$ cat src/rtl/wdtr_map.svh
// Register map, field positions, reset values and counts of the watchdog
`ifndef WDTR_MAP_SVH
`define WDTR_MAP_SVH
`define WDTR_ADDR_W        12
`define WDTR_OFF_CTL       12'h000
`define WDTR_OFF_IER       12'h004
`define WDTR_OFF_ISR       12'h008
`define WDTR_CTL_RST       32'h0000_0070
`define WDTR_CTL_CLR_BIT   0
`define WDTR_CTL_RSTEN_BIT 1
`define WDTR_CTL_WKEN_BIT  2
`define WDTR_CTL_EN_BIT    3
`define WDTR_CTL_IS_LSB    4
`define WDTR_CTL_IS_MSB    6
`define WDTR_CTL_DLY_LSB   8
`define WDTR_CTL_DLY_MSB   9
`define WDTR_IER_IE_BIT    0
`define WDTR_ISR_TO_BIT    0
`define WDTR_ISR_RST_BIT   1
`define WDTR_ISR_WAKE_BIT  2
`define WDTR_IS_RST        3'h7
`define WDTR_DLY_RST       2'h0
`define WDTR_CNT_W         18
`define WDTR_PH_W          11
`define WDTR_DLY_00        11'h402
`define WDTR_DLY_01        11'h082
`define WDTR_DLY_10        11'h012
`define WDTR_DLY_11        11'h003
`define WDTR_HOLD_CLKS     63
`define WDTR_IVL_BASE_EXP  5'h04
`endif

$ cat src/rtl/wdtr_pkg.sv
// Types of the watchdog timer
package wdtr_pkg;
`include "wdtr_map.svh"

  typedef enum logic [1:0] {
    PH_RUN   = 2'b00,
    PH_DELAY = 2'b01,
    PH_HOLD  = 2'b10
  } wdtr_phase_type;

  typedef struct packed {
    logic                   clkSync1;
    logic                   clkSync2;
    logic                   clkPrev;
    logic                   pdPrev;
    logic [2:0]             intervalSel;
    logic                   timerEn;
    logic                   wakeEn;
    logic                   resetEn;
    logic                   clearBit;
    logic [1:0]             delaySel;
    logic                   intEn;
    logic                   toFlag;
    logic                   rstFlag;
    logic                   wakeFlag;
    logic                   wakeAged;
    logic [`WDTR_CNT_W-1:0] counter;
    wdtr_phase_type         phase;
    logic [`WDTR_PH_W-1:0]  phaseCnt;
    logic                   cpuReset;
    logic                   irq;
    logic                   wakeReq;
    logic                   pready;
    logic                   pslverr;
    logic [31:0]            prdata;
  } wdtr_state_type;
endpackage

$ cat src/rtl/wdtr_top.sv
// Watchdog timer with wake-up, APB slave, counters and CPU reset hold
//
// Our own choice: register access over APB.
`timescale 1ns/1ps
`include "wdtr_map.svh"

module wdtr_top #(
  parameter int HOLD_CLKS = `WDTR_HOLD_CLKS
) (
  // Clock and reset
  input  wire logic                    clk,
  input  wire logic                    rst_n,
  // APB slave
  input  wire logic                    psel,
  input  wire logic                    penable,
  input  wire logic                    pwrite,
  input  wire logic [`WDTR_ADDR_W-1:0] paddr,
  input  wire logic [31:0]             pwdata,
  output logic      [31:0]             prdata,
  output logic                         pready,
  output logic                         pslverr,
  // System
  input  wire logic                    wdtClk,
  input  wire logic                    powerDown,
  input  wire logic                    unlockActive,
  output logic                         cpuReset,
  output logic                         irq,
  output logic                         wakeReq
);
  import wdtr_pkg::*;

  localparam logic [`WDTR_PH_W-1:0] HOLD_LEN = `WDTR_PH_W'(HOLD_CLKS);

  if (HOLD_CLKS < 1 || HOLD_CLKS > 1023) begin : g_hold_check
    $error("HOLD_CLKS out of range");
  end

  function automatic logic [`WDTR_CNT_W:0] intervalLen(input logic [2:0] sel);
    logic [4:0] sh;
    sh = `WDTR_IVL_BASE_EXP + {1'b0, sel, 1'b0};
    return (`WDTR_CNT_W+1)'(1) << sh;
  endfunction

  function automatic logic [`WDTR_PH_W-1:0] delayLen(input logic [1:0] sel);
    logic [`WDTR_PH_W-1:0] len;
    case (sel)
      2'h0:    len = `WDTR_DLY_00;
      2'h1:    len = `WDTR_DLY_01;
      2'h2:    len = `WDTR_DLY_10;
      default: len = `WDTR_DLY_11;
    endcase
    return len;
  endfunction

  wdtr_state_type s;
  wdtr_state_type n;

  logic        tick;
  logic        accFirst;
  logic        wrDone;
  logic        wrCtl;
  logic        wrIer;
  logic        wrIsr;
  logic        clearReq;
  logic        pdEnter;
  logic        timeoutEv;
  logic        delayExp;
  logic        holdEnd;
  logic        rstEv;
  logic        wakeEv;
  logic        mapped;
  logic [31:0] rdMux;

  // Event decode from present state
  assign tick      = s.clkSync2 & ~s.clkPrev;
  assign accFirst  = psel & penable & ~s.pready;
  assign wrDone    = psel & penable & pwrite & s.pready;
  assign wrCtl     = wrDone & (paddr == `WDTR_OFF_CTL);
  assign wrIer     = wrDone & (paddr == `WDTR_OFF_IER);
  assign wrIsr     = wrDone & (paddr == `WDTR_OFF_ISR);
  assign clearReq  = wrCtl & unlockActive & pwdata[`WDTR_CTL_CLR_BIT];
  assign pdEnter   = powerDown & ~s.pdPrev;
  assign timeoutEv = tick & s.timerEn &
                     (({1'b0, s.counter} + 1'b1) == intervalLen(s.intervalSel));
  assign delayExp  = tick & (s.phase == PH_DELAY) &
                     ((s.phaseCnt + 1'b1) == delayLen(s.delaySel));
  assign holdEnd   = tick & (s.phase == PH_HOLD) &
                     ((s.phaseCnt + 1'b1) == HOLD_LEN);
  assign rstEv     = delayExp & s.resetEn;
  assign wakeEv    = timeoutEv & powerDown;
  assign mapped    = (paddr == `WDTR_OFF_CTL) | (paddr == `WDTR_OFF_IER) |
                     (paddr == `WDTR_OFF_ISR);

  always_comb begin
    rdMux = 32'h0;
    case (paddr)
      `WDTR_OFF_CTL: begin
        rdMux[`WDTR_CTL_DLY_MSB:`WDTR_CTL_DLY_LSB] = s.delaySel;
        rdMux[`WDTR_CTL_IS_MSB:`WDTR_CTL_IS_LSB]   = s.intervalSel;
        rdMux[`WDTR_CTL_EN_BIT]    = s.timerEn;
        rdMux[`WDTR_CTL_WKEN_BIT]  = s.wakeEn;
        rdMux[`WDTR_CTL_RSTEN_BIT] = s.resetEn;
        rdMux[`WDTR_CTL_CLR_BIT]   = s.clearBit;
      end
      `WDTR_OFF_IER: rdMux[`WDTR_IER_IE_BIT] = s.intEn;
      `WDTR_OFF_ISR: begin
        rdMux[`WDTR_ISR_TO_BIT]   = s.toFlag;
        rdMux[`WDTR_ISR_RST_BIT]  = s.rstFlag;
        rdMux[`WDTR_ISR_WAKE_BIT] = s.wakeFlag;
      end
      default: rdMux = 32'h0;
    endcase
  end

  always_comb begin
    n = s;
    // Two-flop synchroniser on the watchdog clock pin
    n.clkSync1 = wdtClk;
    n.clkSync2 = s.clkSync1;
    n.clkPrev  = s.clkSync2;
    n.pdPrev   = powerDown;

    // APB answer after one wait state
    n.pready  = accFirst;
    n.pslverr = accFirst & ~mapped;
    n.prdata  = (accFirst & ~pwrite) ? rdMux : 32'h0;

    // Control writes
    n.clearBit = 1'b0;
    if (wrCtl) begin
      n.delaySel = pwdata[`WDTR_CTL_DLY_MSB:`WDTR_CTL_DLY_LSB];
      if (unlockActive) begin
        n.intervalSel = pwdata[`WDTR_CTL_IS_MSB:`WDTR_CTL_IS_LSB];
        n.timerEn     = pwdata[`WDTR_CTL_EN_BIT];
        n.wakeEn      = pwdata[`WDTR_CTL_WKEN_BIT];
        n.resetEn     = pwdata[`WDTR_CTL_RSTEN_BIT];
        n.clearBit    = pwdata[`WDTR_CTL_CLR_BIT];
      end
    end
    if (wrIer) begin
      n.intEn = pwdata[`WDTR_IER_IE_BIT];
    end

    // Free-running up-counter
    if (tick && s.timerEn) begin
      n.counter = timeoutEv ? '0 : s.counter + 1'b1;
    end
    if (clearReq || !n.timerEn || pdEnter) begin
      n.counter = '0;
    end

    // Delay window and reset hold
    case (s.phase)
      PH_RUN: begin
        if (timeoutEv) begin
          n.phase    = PH_DELAY;
          n.phaseCnt = '0;
        end
      end
      PH_DELAY: begin
        if (delayExp) begin
          n.phaseCnt = '0;
          if (s.resetEn) begin
            n.phase    = PH_HOLD;
            n.delaySel = `WDTR_DLY_RST;
          end else begin
            n.phase = PH_RUN;
          end
        end else if (tick) begin
          n.phaseCnt = s.phaseCnt + 1'b1;
        end
      end
      PH_HOLD: begin
        if (holdEnd) begin
          n.phase    = PH_RUN;
          n.phaseCnt = '0;
        end else if (tick) begin
          n.phaseCnt = s.phaseCnt + 1'b1;
        end
      end
      default: begin
        n.phase    = PH_RUN;
        n.phaseCnt = '0;
      end
    endcase
    if (n.phase == PH_DELAY && (clearReq || !n.timerEn)) begin
      n.phase    = PH_RUN;
      n.phaseCnt = '0;
    end

    // Sticky flags, set wins over write-one clear
    n.toFlag = (s.toFlag & ~(wrIsr & pwdata[`WDTR_ISR_TO_BIT]))
               | timeoutEv;
    n.rstFlag = (s.rstFlag & ~(wrIsr & pwdata[`WDTR_ISR_RST_BIT]))
                | rstEv;
    n.wakeFlag = (s.wakeFlag & ~(wrIsr & pwdata[`WDTR_ISR_WAKE_BIT]
                 & s.wakeAged)) | wakeEv;
    n.wakeAged = s.wakeFlag & (s.wakeAged | tick) & ~wakeEv;

    // Outputs
    n.irq      = n.toFlag & n.intEn;
    n.cpuReset = (n.phase == PH_HOLD);
    n.wakeReq  = n.wakeFlag & n.wakeEn;
  end

  always_ff @(posedge clk) begin
    if (!rst_n) begin
      s             <= '0;
      s.intervalSel <= `WDTR_IS_RST;
      s.delaySel    <= `WDTR_DLY_RST;
      s.phase       <= PH_RUN;
    end else begin
      s <= n;
    end
  end

  assign prdata   = s.prdata;
  assign pready   = s.pready;
  assign pslverr  = s.pslverr;
  assign cpuReset = s.cpuReset;
  assign irq      = s.irq;
  assign wakeReq  = s.wakeReq;
endmodule

$ cat config.mk
export PLATFORM = sky130hd
export DESIGN_NAME = wdtr_top
export DESIGN_NICKNAME = d
export VERILOG_FILES = /design/src/rtl/wdtr_pkg.sv /design/src/rtl/wdtr_top.sv
export VERILOG_INCLUDE_DIRS = /design/src /design/src/rtl
export SDC_FILE = /design/constraint.sdc
export NUM_CORES = 1
export LEC_CHECK = 0
export BUFFER_PORTS_ARGS = -buffer_cell sky130_fd_sc_hd__buf_2
export CAP_MARGIN = 25
export CORE_ASPECT_RATIO = 1.75
export CORE_MARGIN = 5
export CORE_UTILIZATION = 55
export DETAILED_ROUTE_END_ITERATION = 6
export PLACE_DENSITY = 0.92
export SLEW_MARGIN = 20
export SYNTH_ARGS = -nofsm -noshare
export SYNTH_HDL_FRONTEND = slang
export SYNTH_SLANG_ARGS = --single-unit
export TNS_END_PERCENT = 50
$ cat constraint.sdc
create_clock -name clk -period 3.5 [get_ports clk]
set_clock_uncertainty 0.15 [all_clocks]
set_input_delay 0 -clock clk [delete_from_list [all_inputs] [get_ports clk]]
set_output_delay 0 -clock clk [all_outputs]
set_load 0.01 [all_outputs]
; ---- Word-level counts from Yosys, hierarchy flattened
; Cells that the tools add are included.
[word_totals]
register_bits = 86
inputBits = 52
output_inout_bits = 37
wordCells = 124
[op_classes]
add_sub_neg = 4
n_eq_ne = 12
shift = 1
n_mux = 19
bitwise = 48
reduce_logical = 14
[ops]
columns = cell, n
row1 = $pmux 13 s3, 1
row2 = $mux 11, 3
row3 = $pmux 11 s3, 1
row4 = $and 1x1->1, 32
row5 = $mux 13, 2
row6 = $add 18x1->19 const B, 1
row7 = $eq 19x19->1, 1
row8 = $shl 1x5->19 const A, 1
row9 = $add 18x1->18 const B, 1
row10 = $mux 18, 1
row11 = $eq 12x3->1 const B, 1
row12 = $eq 12x4->1 const B, 1
row13 = $logic_not 12->1, 1
row14 = $mux 2, 6
row15 = $add 11x1->11 const B, 1
row16 = $eq 11x11->1, 1
row17 = $eq 11x6->1 const B, 1
row18 = $not 1->1, 10
row19 = $eq 2x1->1 const B, 3
row20 = $eq 2x2->1 const B, 3
row21 = $mux 6, 1
row22 = $or 1x1->1, 6
row23 = $reduce_and 3->1, 2
row24 = $add 3x4->5 const A, 1
row25 = 11 further kinds, 16

; ---- Logic depth before layout (Yosys ltp)
[depth]
depth_word = 10
depth_mapped = 12
ltp_nobuf = 9

; ---- Worst setup path after synthesis
; Ideal clock, no wire load.
[synth_timing]
path_type = register -> register
startpoint = register s[38] (netlist name)
endpoint = register s[37] (netlist name)
setup_ps = 122
t_arrival_ps = 2772
t_required_ps = 3228
slack_ps = 456
stages_incl_launch_ff = 11
path_buffers = 1
period_less_slack_ps = 3044
cell_sequence = dfxtp_1 ha_1 nand3_1 or4_4 xor2_1 or4b_4 a311oi_4 nor2_1 buf_2 a21oi_1 nor3_1
[synth_between]
elab_chain_len = 8
elab_cells_between_ends = 13
cone_classes = add/sub: 1 / eq/ne: 3 / mux: 5 / bitwise: 2 / reduce/logical: 2
[synth_rtl]
columns = element, line_no
row1 = "start, declared", wdtr_top.sv:55  ; wdtr_state_type s;
row2 = "start signal, assigned", wdtr_top.sv:213  ; s <= n;
row3 = $add 11x1->11 *, "wdtr_top.sv:86, wdtr_top.sv:88"
row4 = $eq 11x6->1 / $eq 11x11->1 (equally long branches), "wdtr_top.sv:88, wdtr_top.sv:86"
row5 = $and 1x1->1 (on tied branches), "wdtr_top.sv:87, wdtr_top.sv:85"
row6 = $mux 2 (on tied branches), "wdtr_top.sv:174, wdtr_top.sv:161"
row7 = $pmux 13 s3 *, wdtr_top.sv:153  ; case (s.phase)
row8 = $eq 2x1->1, wdtr_top.sv:186  ; if (n.phase == PH_DELAY && (clearReq || !n.timerEn)) begin
row9 = $logic_and 1x1->1, wdtr_top.sv:186
row10 = $reduce_or 2->1 (no line), n/a
; Every way passes the cells marked *; elsewhere a longest branch is shown, timed or not.
; A chain may end at the register's enable or synchronous reset.

; ---- Worst setup path in the final report
[layout_timing]
startpoint = register s[81] (netlist name)
endpoint = register s[62] (netlist name)
[layout_between]
elab_chain_len = 5
[layout_rtl]
columns = element, line_no
row1 = $add 3x4->5 (no line), n/a
row2 = $shl 1x5->19, wdtr_top.sv:41  ; return (`WDTR_CNT_W+1)'(1) << sh;
row3 = $eq 19x19->1, wdtr_top.sv:84  ; (({1'b0, s.counter} + 1'b1) == intervalLen(s.intervalSel));
row4 = $and 1x1->1, wdtr_top.sv:83  ; assign timeoutEv = tick & s.timerEn &
row5 = $mux 18, wdtr_top.sv:146  ; n.counter = timeoutEv ? '0 : s.counter + 1'b1;
; Every way passes these cells.

==> results.sh <==
export IMPL_worstMarginPinSlew_ps=641
export IMPL_clk_latency_ps=340
export IMPL_nFillCells=542
export IMPL_tritoncts="done"
export IMPL_antenna_found_initial=0
export IMPL_power_density_nw_per_um2=365
export IMPL_final_core_util_pct=66.9
export IMPL_synthTopCellsByArea="dfxtp_1 32%, buf_4 6.5%, nand2_1 5.1%"
export IMPL_htreeDepth=3
export IMPL_ys_warn_count=0
export IMPL_outcome="finished, final reports clean"
export IMPL_core_region_area_sq_um=7130
export IMPL_ys_seq_area_share_pct=31.9
export IMPL_path_class="reg -> reg"
export IMPL_required_ps=3560
export IMPL_postSynthCellCount=490
export IMPL_grt_pass1_vias=3993
export IMPL_place_congestion=0.932
export IMPL_sw_frac_of_total_pct=22.5
export IMPL_worstSetupEndpointType="register"
export IMPL_die_w_um=74.1
export IMPL_cp_max_fo=11
export IMPL_final_hold_violation_count=0
export IMPL_rsz0062_at_grt="false"
export IMPL_period_share_pct=95.9
export IMPL_antennaDiodeCount=0
export IMPL_yosys_area_top_type_share_pct=31.9
export IMPL_setup_tns_ps=0
export IMPL_drive_gt1_share_pct=17.8
export IMPL_final_cells=647
export IMPL_setup_viol=0
export IMPL_dp_cells=598
export IMPL_multiInputGateArea_sq_um=2340
export IMPL_gr_total_overflow=0
export IMPL_die_h_um=122
export IMPL_slew_headroom_pct=57.1
export IMPL_switchingPower_mw=0.392
export IMPL_ff2ff_setup_slack_ps=150
export IMPL_synth_ff_type="dfxtp_1"
export IMPL_totalPowerFinal_mw=1.74
export IMPL_grt_pass1_wl_um=19000
export IMPL_grt_max_degree=24
export IMPL_cellLeakagePower_nw=1.83
export IMPL_place_area_sq_um=4130
export IMPL_root_buffer="clkbuf_16"
export IMPL_cts_sinks=63
export IMPL_avgSynthCellArea_sq_um=8.07
export IMPL_max_cap_violations=0
export IMPL_start_util_pct=55.4
export IMPL_grtUsageTotal_pct=27.4
export IMPL_seq_area_sq_um=1260
export IMPL_clock_power_share_pct=54.2
export IMPL_drt_iter0_drc=365
export IMPL_peakVddDrop_uv=470
export IMPL_path_clk_slew_ps=70
export IMPL_cts_buffers=9
export IMPL_firstDrtPassIters=6
export IMPL_num_nets_final=613
export IMPL_hp_class="in -> reg"
export IMPL_cp_arrival_ps=3410
export IMPL_start_kind="register"
export IMPL_final_design_area_no_fill_sq_um=4770
export IMPL_io_buffers=42
export IMPL_seq_power_share_pct=41.4
export IMPL_wl_per_cell_um=19.1
export IMPL_synth_distinct_cells=64
export IMPL_worst_r2r_startpoint="s[81]"
export IMPL_syn_area_sq_um=3950
export IMPL_clk_path_buf_depth=2
export IMPL_synth_seq_cells=63
export IMPL_wirelength_um=12400
export IMPL_timing_fmax_mhz=298
export IMPL_dp_hpwl_um=7590
export IMPL_row_count=41
export IMPL_finalCriticalPeriod_ps=3350
export IMPL_synth_edf_count=0
export IMPL_p_comb_share_pct=4.4
export IMPL_synth_async_reset_ratio_pct=0
export IMPL_die_area_sq_um=9050
export IMPL_intPower_mw=1.35
export IMPL_worstHoldStart="psel"
export IMPL_viasPerCell=6.33
export IMPL_antenna_left=0
export IMPL_syn_to_final_growth_pct=20.6
export IMPL_vias=4097
export IMPL_startpoint="s[81]"
export IMPL_yosys_area_top_type="dfxtp_1"
export IMPL_ios=89
export IMPL_slew_violations=0
export IMPL_drc=0
[power groups by stage]
stage          Sequential, mW  Clock [mW]  Combinational (mW)
2_1_floorplan           0.737           0              0.0494
3_3_place_gp            0.737           0              0.0518
3_5_place_dp            0.737           0              0.0530
4_1_cts                 0.721       0.938              0.0715
5_1_grt                 0.722       0.979              0.0805
6_report                0.722       0.945              0.0761
[cells in the mapped netlist, types with 9 or more instances]
master and n:
o21ai_0 11, inv_1 11, buf_4 34, nand4_1 11, a21boi_0 10, nor3_1 16
nor2_1 23, or4_1 12, dfxtp_1 63, xor2_1 9, xnor2_1 13, nand3_1 27
clkbuf_1 18, or3_1 10, and2_1 14, nand2_1 54, a31oi_1 16, a21oi_1 25
[placed cells by master, fill, tap and decap left out, types with 4 or more instances in the layout]
cell type	n
o211ai_1	5
nand4_1	11
or3_1	10
a21oi_1	25
nor2_1	23
dlygate4sd3_1	31
conb_1	23
a31oi_1	16
buf_2	42
nor2b_1	4
nor4_1	8
nor3_1	16
and2_1	14
mux2i_1	8
clkbuf_16	9
nand2b_1	7
inv_1	11
o21ai_0	11
or4_1	12
a21boi_0	10
xnor2_1	13
nand2_1	54
nand3_1	27
dfxtp_1	63
or2_2	4
ha_1	4
xor2_1	9
and4_1	4
o31ai_1	4
and3_1	7
buf_4	24
[through the flow]
step	setup WS, ps	hold WS (ps)
2_1_floorplan	456	-28.3
3_3_place_gp	276	72.3
3_5_place_dp	252	75.2
4_1_cts	200	29.5
5_1_grt	8.39	136
6_report	145	123
[what timing repair did]
action | CTS | global route
gates resized for setup | 0 | 1
hold endpoints to repair | 29 | 0
hold buffers | 31 | 0
buffers inserted | 0 | 2
setup endpoints to repair | 0 | 10
[registers in the layout, indices dropped and copies added, names as in the netlist]
name / cells
irq: 1
cpuReset: 1
pslverr: 1
pready: 1
wakeReq: 1
n: 2
prdata: 9
s: 47
[logic make-up after synthesis]
logic type,Yosys count,share of synthesized area [%]
AND/OR/NAND/NOR,224,32.3
AO/OA/AOI/OAI,89,14.7
buffers and inverters,75,11.0
flip-flops,63,31.9
XOR/XNOR,24,6.01
multiplexers,9,2.31
adder cells (fa/ha/maj),5,1.58
other,1,0.0948
[final cells by class]
class	instances	area share [%]
Sequential cell	63	26.4
Tap cell	86	2.26
Inverter	11	0.866
Clock buffer	11	5.30
Multi-Input combinational cell	374	49.1
Timing Repair Buffer	97	14.7
Clock inverter	5	1.34
[layer usage]
layer	up-vias	GRT usage (%)	routed length (um)
met4	0	21.8	1010
met1	1916	25.5	3990
li1	1833	-	-
met2	257	49.0	6550
met3	91	6.28	820
met5	-	0	0
[final timing paths]
path / to / depth (start not counted)
worst max register to register: s[62] / 11
worst min-delay path: prdata[2] / 5
worst min register to register: n[83] / 1
worst max-delay path: s[62] / 11
[worst max-delay path: stages (launching register included)]
cell	delay, ps
dfxtp_1	330
ha_1	410
and4b_1	290
xnor2_1	120
or3b_2	440
a211o_1	300
nor4_4	260
buf_4	190
buf_4	140
a21o_1	320
or4_1	190
a21oi_1	70
(Power assumes the default switching activity.)
